==> src/hw/dscr_defs.svh <==
// constants of the drive start-up configuration register bank
//
// Operation
// (RULE_01) start mode: 0 none, 1 torque loop, 2 velocity loop, 3 gearing; default 0
// (RULE_02) start mode launches on entering power-stage-active, only under local control
// (RULE_03) torque and velocity start modes take reference from analog input one
// (RULE_04) port role: 0 quadrature in, 1 step/direction in, 2 emulated out; default 0
// (RULE_05) quadrature input counts every edge of both channels, accepts a marker
// (RULE_06) new port role is stored but applies only after next power-up
// (RULE_07) node number accepts 1 through 127, default 127
// (RULE_08) new node number applies after power-up or network management reset
// (RULE_09) bit rate accepts 50, 125, 250, 500, 1000 kbit/s; default 125
// (RULE_10) new bit rate applies only after power-up; link keeps old rate
// (RULE_11) node number and bit rate govern only when canopen source selected
// (RULE_12) integrator gives every node on a network a unique node number
// (RULE_13) control source: 0 undefined, 1 local, 2 canopen, 3 modbus; at power-up
// (RULE_14) out-of-range writes are rejected and the stored value stays
// (RULE_15) stored and active copies; active loads from stored at power-up
`ifndef DSCR_DEFS_SVH
`define DSCR_DEFS_SVH

// ****************************************************************
// parameter addresses
// ****************************************************************
`define DSCR_OFS_CTRL_SRC 16'h0502
`define DSCR_OFS_POS_ROLE 16'h0504
`define DSCR_OFS_START_MODE 16'h0506
`define DSCR_OFS_NODE 16'h1704
`define DSCR_OFS_RATE 16'h1706

// ****************************************************************
// reset values and limits
// ****************************************************************
`define DSCR_RST_CTRL_SRC 2'h0
`define DSCR_RST_POS_ROLE 2'h0
`define DSCR_RST_START_MODE 2'h0
`define DSCR_RST_NODE 7'h7F
`define DSCR_RST_RATE 16'h007D
`define DSCR_NODE_MIN 16'h0001
`define DSCR_NODE_MAX 16'h007F
`define DSCR_SRC_MAX 16'h0003
`define DSCR_MODE_MAX 16'h0003
`define DSCR_ROLE_MAX 16'h0002

// ****************************************************************
// permitted bit rates in kbit/s
// ****************************************************************
`define DSCR_RATE_50 16'h0032
`define DSCR_RATE_125 16'h007D
`define DSCR_RATE_250 16'h00FA
`define DSCR_RATE_500 16'h01F4
`define DSCR_RATE_1000 16'h03E8

// ****************************************************************
// encodings
// ****************************************************************
`define DSCR_ENC_0 2'h0
`define DSCR_ENC_1 2'h1
`define DSCR_ENC_2 2'h2
`define DSCR_ENC_3 2'h3

`endif

==> src/hw/dscr_pkg.sv <==
// types of the drive start-up configuration register bank
`include "dscr_defs.svh"
package dscr_pkg;

  typedef enum logic [1:0] {
    DSCR_MODE_NONE = `DSCR_ENC_0,
    DSCR_MODE_TORQUE = `DSCR_ENC_1,
    DSCR_MODE_VELOCITY = `DSCR_ENC_2,
    DSCR_MODE_GEARING = `DSCR_ENC_3
  } dscr_start_mode_t;

  typedef enum logic [1:0] {
    DSCR_ROLE_QUAD_IN = `DSCR_ENC_0,
    DSCR_ROLE_STEP_IN = `DSCR_ENC_1,
    DSCR_ROLE_EMUL_OUT = `DSCR_ENC_2,
    DSCR_ROLE_BAD = `DSCR_ENC_3
  } dscr_pos_role_t;

  typedef enum logic [1:0] {
    DSCR_SRC_UNDEF = `DSCR_ENC_0,
    DSCR_SRC_LOCAL = `DSCR_ENC_1,
    DSCR_SRC_CANOPEN = `DSCR_ENC_2,
    DSCR_SRC_MODBUS = `DSCR_ENC_3
  } dscr_ctrl_src_t;

  typedef enum logic {
    DSCR_LAUNCH_WAIT,
    DSCR_LAUNCH_RUN
  } dscr_launch_state_t;

endpackage : dscr_pkg

==> src/hw/dscr_pos_counter.sv <==
// position interface input counter: pin synchronisers and edge counting
`timescale 1ns/1ps
`include "dscr_defs.svh"
module dscr_pos_counter
  import dscr_pkg::*;
(
  input wire logic ref_clk_i,
  input wire logic rst_n_i,
  input wire dscr_pos_role_t role_i,
  input wire logic chan_a_i,
  input wire logic chan_b_i,
  input wire logic marker_i,
  output logic [31:0] count_o,
  output logic marker_seen_o
);

  // ****************************************************************
  // three-stage pin synchronisers, change taken when stages 2 and 3 agree
  // ****************************************************************
  logic [2:0] sy1, sy2, sy3, flt, next_flt;
  logic [31:0] next_count;
  logic next_marker;
  logic quad_a, quad_b, quad_a_old, quad_b_old;

  always_comb begin
    next_flt = ((sy2 ~^ sy3) & sy3) | ((sy2 ^ sy3) & flt);
  end

  assign quad_a = next_flt[0];
  assign quad_b = next_flt[1];
  assign quad_a_old = flt[0];
  assign quad_b_old = flt[1];

  // ****************************************************************
  // counting
  // ****************************************************************
  always_comb begin
    next_count = count_o;
    next_marker = 1'b0;
    if (role_i == DSCR_ROLE_QUAD_IN) begin
      // one count per edge of either channel, four per line [RULE_05]
      if ((quad_a ^ quad_a_old) != (quad_b ^ quad_b_old)) begin
        if (quad_a ^ quad_b_old) begin
          next_count = count_o + 32'h0000_0001;
        end else begin
          next_count = count_o - 32'h0000_0001;
        end
      end
      next_marker = next_flt[2] & ~flt[2]; // [RULE_05]
    end else if (role_i == DSCR_ROLE_STEP_IN) begin
      // step on rising pulse edge, only while the gate line is high
      if (quad_a & ~quad_a_old & next_flt[2]) begin
        next_count = quad_b ? count_o - 32'h0000_0001
                            : count_o + 32'h0000_0001;
      end
    end
  end

  always_ff @(posedge ref_clk_i or negedge rst_n_i) begin
    if (!rst_n_i) begin
      sy1 <= 3'h0;
      sy2 <= 3'h0;
      sy3 <= 3'h0;
      flt <= 3'h0;
      count_o <= 32'h0000_0000;
      marker_seen_o <= 1'b0;
    end else begin
      sy1 <= {marker_i, chan_b_i, chan_a_i};
      sy2 <= sy1;
      sy3 <= sy2;
      flt <= next_flt;
      count_o <= next_count;
      marker_seen_o <= next_marker;
    end
  end
endmodule : dscr_pos_counter

==> src/hw/dscr_top.sv <==
// drive start-up configuration bank: stored and active parameter copies
`timescale 1ns/1ps
`include "dscr_defs.svh"
module dscr_top
  import dscr_pkg::*;
(
  input wire logic ref_clk_i,
  input wire logic rst_n_i,
  input wire logic par_wr_i,
  input wire logic par_rd_i,
  input wire logic [15:0] par_addr_i,
  input wire logic [15:0] par_wdata_i,
  output logic [15:0] par_rdata_o,
  output logic par_ack_o,
  output logic par_err_o,
  input wire logic nmt_reset_i,
  input wire logic op_enabled_i,
  output logic start_req_o,
  output dscr_start_mode_t start_mode_o,
  output logic ref_from_analog_one_o,
  output dscr_ctrl_src_t control_source_o,
  output logic fieldbus_enable_o,
  output logic [6:0] fieldbus_node_number_o,
  output logic [15:0] fieldbus_bit_rate_o,
  output dscr_pos_role_t position_port_role_o,
  input wire logic pos_chan_a_i,
  input wire logic pos_chan_b_i,
  input wire logic pos_marker_i,
  output logic pos_chan_a_o,
  output logic pos_chan_b_o,
  output logic pos_marker_o,
  output logic pos_chan_a_oe_o,
  output logic pos_chan_b_oe_o,
  output logic pos_marker_oe_o,
  input wire logic emul_step_i,
  input wire logic emul_dir_i,
  input wire logic emul_marker_i,
  output logic [31:0] position_count_o,
  output logic marker_seen_o
);

  // ****************************************************************
  // persistent copies, active copies
  // ****************************************************************
  // initialisers stand for the factory defaults of the persistent memory
  dscr_ctrl_src_t st_src = dscr_ctrl_src_t'(`DSCR_RST_CTRL_SRC);
  dscr_pos_role_t st_role = dscr_pos_role_t'(`DSCR_RST_POS_ROLE);
  dscr_start_mode_t st_mode = dscr_start_mode_t'(`DSCR_RST_START_MODE);
  logic [6:0] st_node = `DSCR_RST_NODE;
  logic [15:0] st_rate = `DSCR_RST_RATE;
  dscr_ctrl_src_t act_src, next_st_src, next_act_src;
  dscr_pos_role_t act_role, next_st_role, next_act_role;
  dscr_start_mode_t act_mode, next_st_mode, next_act_mode;
  logic [6:0] act_node, next_st_node, next_act_node;
  logic [15:0] act_rate, next_st_rate, next_act_rate;
  logic loaded, next_loaded;
  logic [15:0] next_rdata;
  logic next_ack, next_err;
  logic addr_hit, value_ok;

  // address decode and value check of a write
  always_comb begin
    addr_hit = 1'b1;
    value_ok = 1'b0;
    unique case (par_addr_i)
      `DSCR_OFS_CTRL_SRC: value_ok = par_wdata_i <= `DSCR_SRC_MAX; // [RULE_13]
      `DSCR_OFS_POS_ROLE: value_ok = par_wdata_i <= `DSCR_ROLE_MAX; // [RULE_04]
      `DSCR_OFS_START_MODE: value_ok = par_wdata_i <= `DSCR_MODE_MAX; // [RULE_01]
      `DSCR_OFS_NODE: value_ok = (par_wdata_i >= `DSCR_NODE_MIN)
                                 && (par_wdata_i <= `DSCR_NODE_MAX); // [RULE_07]
      `DSCR_OFS_RATE: value_ok = (par_wdata_i == `DSCR_RATE_50)
                                 || (par_wdata_i == `DSCR_RATE_125)
                                 || (par_wdata_i == `DSCR_RATE_250)
                                 || (par_wdata_i == `DSCR_RATE_500)
                                 || (par_wdata_i == `DSCR_RATE_1000); // [RULE_09]
      default: addr_hit = 1'b0;
    endcase
  end

  // ****************************************************************
  // parameter access
  // ****************************************************************
  always_comb begin
    next_st_src = st_src;
    next_st_role = st_role;
    next_st_mode = st_mode;
    next_st_node = st_node;
    next_st_rate = st_rate;
    next_rdata = par_rdata_o;
    next_ack = par_wr_i | par_rd_i;
    next_err = 1'b0;
    if (par_wr_i) begin
      // rejected writes leave the stored copy alone [RULE_14]
      next_err = ~(addr_hit & value_ok);
      if (addr_hit && value_ok) begin
        unique case (par_addr_i)
          `DSCR_OFS_CTRL_SRC: next_st_src = dscr_ctrl_src_t'(par_wdata_i[1:0]);
          `DSCR_OFS_POS_ROLE: next_st_role = dscr_pos_role_t'(par_wdata_i[1:0]);
          `DSCR_OFS_START_MODE:
            next_st_mode = dscr_start_mode_t'(par_wdata_i[1:0]);
          `DSCR_OFS_NODE: next_st_node = par_wdata_i[6:0];
          default: next_st_rate = par_wdata_i;
        endcase
      end
    end else if (par_rd_i) begin
      next_err = ~addr_hit;
      // reads show the stored copy, which is what the next power-up uses
      unique case (par_addr_i)
        `DSCR_OFS_CTRL_SRC: next_rdata = {14'h0000, st_src};
        `DSCR_OFS_POS_ROLE: next_rdata = {14'h0000, st_role};
        `DSCR_OFS_START_MODE: next_rdata = {14'h0000, st_mode};
        `DSCR_OFS_NODE: next_rdata = {9'h000, st_node};
        `DSCR_OFS_RATE: next_rdata = st_rate;
        default: next_rdata = 16'h0000;
      endcase
    end
  end

  // ****************************************************************
  // active copies: loaded once after power-up, node number also on network reset
  // ****************************************************************
  always_comb begin
    next_loaded = 1'b1;
    next_act_src = act_src;
    next_act_role = act_role;
    next_act_mode = act_mode;
    next_act_node = act_node;
    next_act_rate = act_rate;
    if (!loaded) begin
      next_act_src = st_src; // [RULE_13] [RULE_15]
      next_act_role = st_role; // [RULE_06] [RULE_15]
      next_act_mode = st_mode; // [RULE_15]
      next_act_node = st_node; // [RULE_08] [RULE_15]
      next_act_rate = st_rate; // [RULE_10] [RULE_15]
    end else if (nmt_reset_i) begin
      next_act_node = st_node; // [RULE_08]
    end
  end

  always_ff @(posedge ref_clk_i or negedge rst_n_i) begin
    if (!rst_n_i) begin
      act_src <= dscr_ctrl_src_t'(`DSCR_RST_CTRL_SRC);
      act_role <= dscr_pos_role_t'(`DSCR_RST_POS_ROLE);
      act_mode <= dscr_start_mode_t'(`DSCR_RST_START_MODE);
      act_node <= `DSCR_RST_NODE;
      act_rate <= `DSCR_RST_RATE;
      loaded <= 1'b0;
      par_rdata_o <= 16'h0000;
      par_ack_o <= 1'b0;
      par_err_o <= 1'b0;
    end else begin
      act_src <= next_act_src;
      act_role <= next_act_role;
      act_mode <= next_act_mode;
      act_node <= next_act_node;
      act_rate <= next_act_rate;
      loaded <= next_loaded;
      par_rdata_o <= next_rdata;
      par_ack_o <= next_ack;
      par_err_o <= next_err;
    end
  end

  // no reset: a power-up must not wipe the stored copy [RULE_15]
  always_ff @(posedge ref_clk_i) begin
    st_src <= next_st_src;
    st_role <= next_st_role;
    st_mode <= next_st_mode;
    st_node <= next_st_node;
    st_rate <= next_st_rate;
  end

  // ****************************************************************
  // start-mode launcher and fieldbus settings
  // ****************************************************************
  dscr_launch_state_t state, next_state;
  logic op_enabled_d, next_start_req, next_ref_ana, next_fb_en;
  dscr_start_mode_t next_start_mode;
  logic [6:0] next_fb_node;
  logic [15:0] next_fb_rate;

  always_comb begin
    next_state = state;
    next_start_req = 1'b0;
    next_start_mode = start_mode_o;
    unique case (state)
      DSCR_LAUNCH_WAIT: begin
        if (op_enabled_i && !op_enabled_d && loaded
            && act_src == DSCR_SRC_LOCAL
            && act_mode != DSCR_MODE_NONE) begin // [RULE_02]
          next_state = DSCR_LAUNCH_RUN;
          next_start_req = 1'b1;
          next_start_mode = act_mode;
        end
      end
      DSCR_LAUNCH_RUN: begin
        if (!op_enabled_i) begin
          next_state = DSCR_LAUNCH_WAIT;
          next_start_mode = DSCR_MODE_NONE;
        end
      end
    endcase
    next_ref_ana = (next_start_mode == DSCR_MODE_TORQUE)
                   || (next_start_mode == DSCR_MODE_VELOCITY); // [RULE_03]
    // node and rate steer the link only under canopen control [RULE_11]
    next_fb_en = loaded && act_src == DSCR_SRC_CANOPEN;
    next_fb_node = next_fb_en ? act_node : 7'h00;
    next_fb_rate = next_fb_en ? act_rate : 16'h0000;
  end

  always_ff @(posedge ref_clk_i or negedge rst_n_i) begin
    if (!rst_n_i) begin
      state <= DSCR_LAUNCH_WAIT;
      op_enabled_d <= 1'b0;
      start_req_o <= 1'b0;
      start_mode_o <= DSCR_MODE_NONE;
      ref_from_analog_one_o <= 1'b0;
      control_source_o <= DSCR_SRC_UNDEF;
      fieldbus_enable_o <= 1'b0;
      fieldbus_node_number_o <= 7'h00;
      fieldbus_bit_rate_o <= 16'h0000;
      position_port_role_o <= DSCR_ROLE_QUAD_IN;
    end else begin
      state <= next_state;
      op_enabled_d <= op_enabled_i;
      start_req_o <= next_start_req;
      start_mode_o <= next_start_mode;
      ref_from_analog_one_o <= next_ref_ana;
      control_source_o <= act_src;
      fieldbus_enable_o <= next_fb_en;
      fieldbus_node_number_o <= next_fb_node;
      fieldbus_bit_rate_o <= next_fb_rate;
      position_port_role_o <= act_role;
    end
  end

  // ****************************************************************
  // position interface: emulated encoder driver and input counter
  // ****************************************************************
  logic [1:0] emul_phase, next_emul_phase;
  logic emul_on;

  assign emul_on = act_role == DSCR_ROLE_EMUL_OUT; // [RULE_04] [RULE_06]

  always_comb begin
    next_emul_phase = emul_phase;
    if (emul_on && emul_step_i) begin
      next_emul_phase = emul_dir_i ? emul_phase - 2'h1 : emul_phase + 2'h1;
    end
  end

  always_ff @(posedge ref_clk_i or negedge rst_n_i) begin
    if (!rst_n_i) begin
      emul_phase <= 2'h0;
      pos_chan_a_o <= 1'b0;
      pos_chan_b_o <= 1'b0;
      pos_marker_o <= 1'b0;
      pos_chan_a_oe_o <= 1'b0;
      pos_chan_b_oe_o <= 1'b0;
      pos_marker_oe_o <= 1'b0;
    end else begin
      emul_phase <= next_emul_phase;
      // binary phase driven out in gray order so only one channel moves per step
      pos_chan_a_o <= next_emul_phase[1];
      pos_chan_b_o <= next_emul_phase[1] ^ next_emul_phase[0];
      pos_marker_o <= emul_on & emul_marker_i;
      pos_chan_a_oe_o <= emul_on;
      pos_chan_b_oe_o <= emul_on;
      pos_marker_oe_o <= emul_on;
    end
  end

  dscr_pos_counter u_counter (
    .ref_clk_i(ref_clk_i),
    .rst_n_i(rst_n_i),
    .role_i(act_role),
    .chan_a_i(pos_chan_a_i),
    .chan_b_i(pos_chan_b_i),
    .marker_i(pos_marker_i),
    .count_o(position_count_o),
    .marker_seen_o(marker_seen_o)
  );
endmodule : dscr_top

==> config.mk <==
export PLATFORM = sky130hd
export DESIGN_NAME = dscr_top
export DESIGN_NICKNAME = d
export VERILOG_FILES = /design/src/hw/dscr_pkg.sv /design/src/hw/dscr_pos_counter.sv /design/src/hw/dscr_top.sv
export VERILOG_INCLUDE_DIRS = /design/src /design/src/hw
export SDC_FILE = /design/constraint.sdc
export NUM_CORES = 1
export LEC_CHECK = 0
export BUFFER_PORTS_ARGS = -buffer_cell sky130_fd_sc_hd__buf_2
export CORE_MARGIN = 2
export CORE_UTILIZATION = 45
export CTS_BUF_LIST = sky130_fd_sc_hd__clkbuf_4 sky130_fd_sc_hd__clkbuf_8 sky130_fd_sc_hd__clkbuf_16
export DETAILED_ROUTE_END_ITERATION = 16
export GPL_ROUTABILITY_DRIVEN = 1
export PLACE_DENSITY = 0.81
export SLEW_MARGIN = 10
export SYNTH_ARGS = -nofsm -noshare
export SYNTH_HDL_FRONTEND = slang
export SYNTH_SLANG_ARGS = --single-unit
==> constraint.sdc <==
create_clock -name ref_clk_i -period 2.4 [get_ports ref_clk_i]
set_input_delay 0.72 -clock ref_clk_i [delete_from_list [all_inputs] [get_ports ref_clk_i]]
set_output_delay 0.72 -clock ref_clk_i [all_outputs]
set_load 0.005 [all_outputs]
==> results.py <==
metrics = {
    "run_status": {
        "outcome": "finished, violations left",
        "violations": "setup timing",
    },
    "logic_synthesis": {
        "synth_cells": 646,
        "syn_area_per_cell_um2": 11.5,
        "ys_async_sr_fraction": 0.820,
        "ys.flop_type": "dfrtp_1",
        "synth_warnings": 0,
        "ys_seq_area_frac": 0.566,
        "syn_nets": 695,
        "ys_ff_latch": 161,
        "synth_edf_count": 29,
        "synthDistinctLibCells": 65,
        "synth_area_mm2": 0.00741,
    },
    "timing": {
        "setup_ws_ns": -0.0140,
        "worstMarginPinSlew_ns": 0.503,
        "finalCritPeriodShare": 1.01,
        "skew_ns": 0.00947,
        "max_freq_mhz": 414,
        "finalCriticalPeriod_ns": 2.41,
        "drv_slew": 0,
        "rsz0062_at_grt": "yes",
        "hold_viol_final": 0,
        "setup_violations": 1,
        "maxSlewHeadroom": 0.660,
    },
    "setup_path": {
        "path_max_fanout": 5,
        "crit_family": "simple AND/OR/NAND/NOR gates",
        "path_cells": "ha_1 > or3b_4 > a2111o_1 > and3_4 > or4_1 > nand4_1",
        "timing.rr.start": "u_counter.sy3[1]",
        "cp_data_required_time_ns": 2.76,
        "critPathArrivalTime_ns": 2.77,
        "r2r_cells": 6,
        "crit_buf_inv": 0,
        "start_kind": "flip-flop",
        "crit_type": "reg2reg",
        "end_kind": "flip-flop",
        "reg2reg_slack_ns": -0.01,
        "rr_endpoint": "u_counter.count_o[30]",
        "slowest_delay_ns": 0.54,
        "critPathSlowestCell": "or4_1",
    },
    "pwr": {
        "p_leak_uw": 0.00432,
        "irDropWorstVdd_mv": 0.554,
        "p_total_uw": 8220,
        "p_per_area_mw_per_mm2": 855,
    },
    "grt": {
        "grt_use_total": 0.224,
        "grt_pass1_wl_um": 31100,
        "grt_overflow_total": 0,
        "grt_antenna_before_repair": 0,
        "grt_pass1_vias": 6015,
        "grt_max_degree": 49,
    },
    "detailed_routing": {
        "viasPerCell": 5.72,
        "drtPass1Iterations": 8,
        "finalWirelength_um": 19300,
        "drt_iter0_drc": 611,
        "num_vias": 6120,
        "ant_nets": 0,
        "wl_per_cell_um": 18.1,
        "drc": 0,
    },
    "hold_path": {
        "min_path_type": "in2async",
    },
    "clock_network": {
        "worstSkewPairLatency_ns": 0.43,
        "cts_buffers": 17,
        "clk_pin_slew_ns": 0.07,
        "cts_num_sinks": 161,
        "root_buffer": "clkbuf_16",
        "cts-htree-levels": 4,
        "cts_tree": "built",
        "cts_hold_buf": 0,
        "clk_path_buf_depth": 2,
    },
    "floorplanning": {
        "io_pins": 133,
        "start_util": 0.463,
        "die_area_mm2": 0.0175,
        "die_y_um": 132,
        "die_w_um": 132,
        "coreArea_mm2": 0.0160,
        "rows": 46,
    },
    "placement": {
        "io_buffers": 132,
        "place_ws_ns": -0.221,
        "place_hpwl_um": 13400,
        "gp_congestion": 0.920,
    },
    "flow_run": {
        "maxCapViolations": 0,
    },
    "finish": {
        "fillers": 1271,
        "drive_gt1_frac": 0.388,
        "area_delta_synth_final_pct": 29.8,
        "multi_input_area_mm2": 0.00308,
        "regArea_mm2": 0.00419,
        "antenna_cells": 0,
        "fin_nets": 889,
    },
}
synthesized netlist by cell type (12+ instances only):
cell,number,area [um2]
dfrtp_1,119,2980
nand2_1,44,165
o21ai_0,33,165
clkbuf_1,31,116
edfxtp_1,29,871
nand4_1,28,175
mux2_2,27,304
a21oi_1,25,125
and2_1,25,156
xor2_1,24,210
nor2_1,21,78.8
nor3_1,18,90.1
nand3_1,15,75.1
nor4_1,15,93.8
o2111ai_1,15,131
dfstp_2,13,342
and3_1,12,75.1
inv_1,12,45.0
kinds of logic after synthesis:
logic type | synth area share
adder cells (fa/ha/maj) | 0.00844
XOR/XNOR | 0.0402
other | 0.000506
buffers and inverters | 0.0353
flip-flops | 0.566
multiplexers | 0.0532
AO/OA/AOI/OAI | 0.101
AND/OR/NAND/NOR | 0.196
layout by cell type (no fill, tap or decap), types with 5 or more instances in the layout:
cell type  count
xnor2_1       10
buf_12         6
nand2b_1       5
dfstp_2       13
nor2b_1        5
inv_1         11
o21ai_0       32
or4_1         10
mux2_2        26
nor4_1        15
nor2_1        21
or3_1          5
nor4b_1        5
nor3_1        17
and2_1        25
nand3_1       14
dfrtp_1      117
clkinv_8       6
buf_2        131
a21oi_1       22
nand4_1       28
xor2_1        24
buf_4         78
o2111ai_1     14
clkbuf_16     17
and3_1        12
ha_1           5
nand2_1       44
edfxtp_1      29
mux2i_1        8
o211ai_1       6
metrics by stage:
stage / hold slack, ns / instances / area [um2] / util / setup TNS (ns)
6_report: 0.197 / 1069 / 9610 / 0.601 / -0.0140
5_1_grt: 0.228 / 1069 / 9610 / 0.601 / -0.0889
4_1_cts: 0.207 / 1065 / 9500 / 0.594 / 0
3_5_place_dp: 0.340 / 1033 / 8870 / 0.554 / -4.24
3_3_place_gp: 0.335 / 1033 / 8870 / 0.554 / -2.93
2_1_floorplan: 0.331 / 646 / 7460 / - / 0
how the worst max path moves through the flow:
stage,cells past startpoint,end,startpoint
after floorplan,6,st_src[0],par_addr_i[2]
after global placement,6,st_role[1],par_wdata_i[2]
after detailed placement,6,st_role[0],par_addr_i[0]
after CTS,7,u_counter.count_o[13],u_counter.sy3[1]
after global routing,6,u_counter.count_o[30],u_counter.sy3[1]
final,6,u_counter.count_o[30],u_counter.sy3[1]
sequential cells by signal, summed over array words and instances (netlist names), 3 cells and up:
register,count
act_rate,16
fieldbus_bit_rate_o,16
st_rate,16
u_counter.flt,3
fieldbus_node_number_o,7
act_node,7
u_counter.sy3,3
u_counter.count_o,32
u_counter.sy1,3
u_counter.sy2,3
st_node,7
par_rdata_o,16
per-layer routing:
layer | vias to the layer above | share of wire | global-route usage | routed length (um)
li1 | 2804 | - | - | -
met1 | 2974 | 0.41 | 0.300 | 8000
met5 | - | 0 | 0 | 0
met2 | 305 | 0.50 | 0.367 | 9590
met4 | 0 | 0.019 | 0.0729 | 373
met3 | 37 | 0.069 | 0.0458 | 1340
cell type report:
class	count	area share
Multi-Input combinational cell	430	0.321
Sequential cell	161	0.436
Clock buffer	17	0.0442
Timing Repair Buffer	218	0.145
Clock inverter	15	0.0207
Inverter	12	0.00469
Tap cell	216	0.0281
repair_timing:
action	CTS	global route
resized for setup	4	21
setup buffers	0	4
pin swaps	0	8
gates cloned	0	0
endpoints found under the hold margin	0	0
setup endpoints to repair	6	15
report_power, final:
group          switching (uW)  internal (uW)  leakage, uW
Combinational            1170            952      0.00210
Sequential                259           3070      0.00192
Clock                    1340           1430     0.000301
No activity file was read; power rests on OpenSTA's default activity.
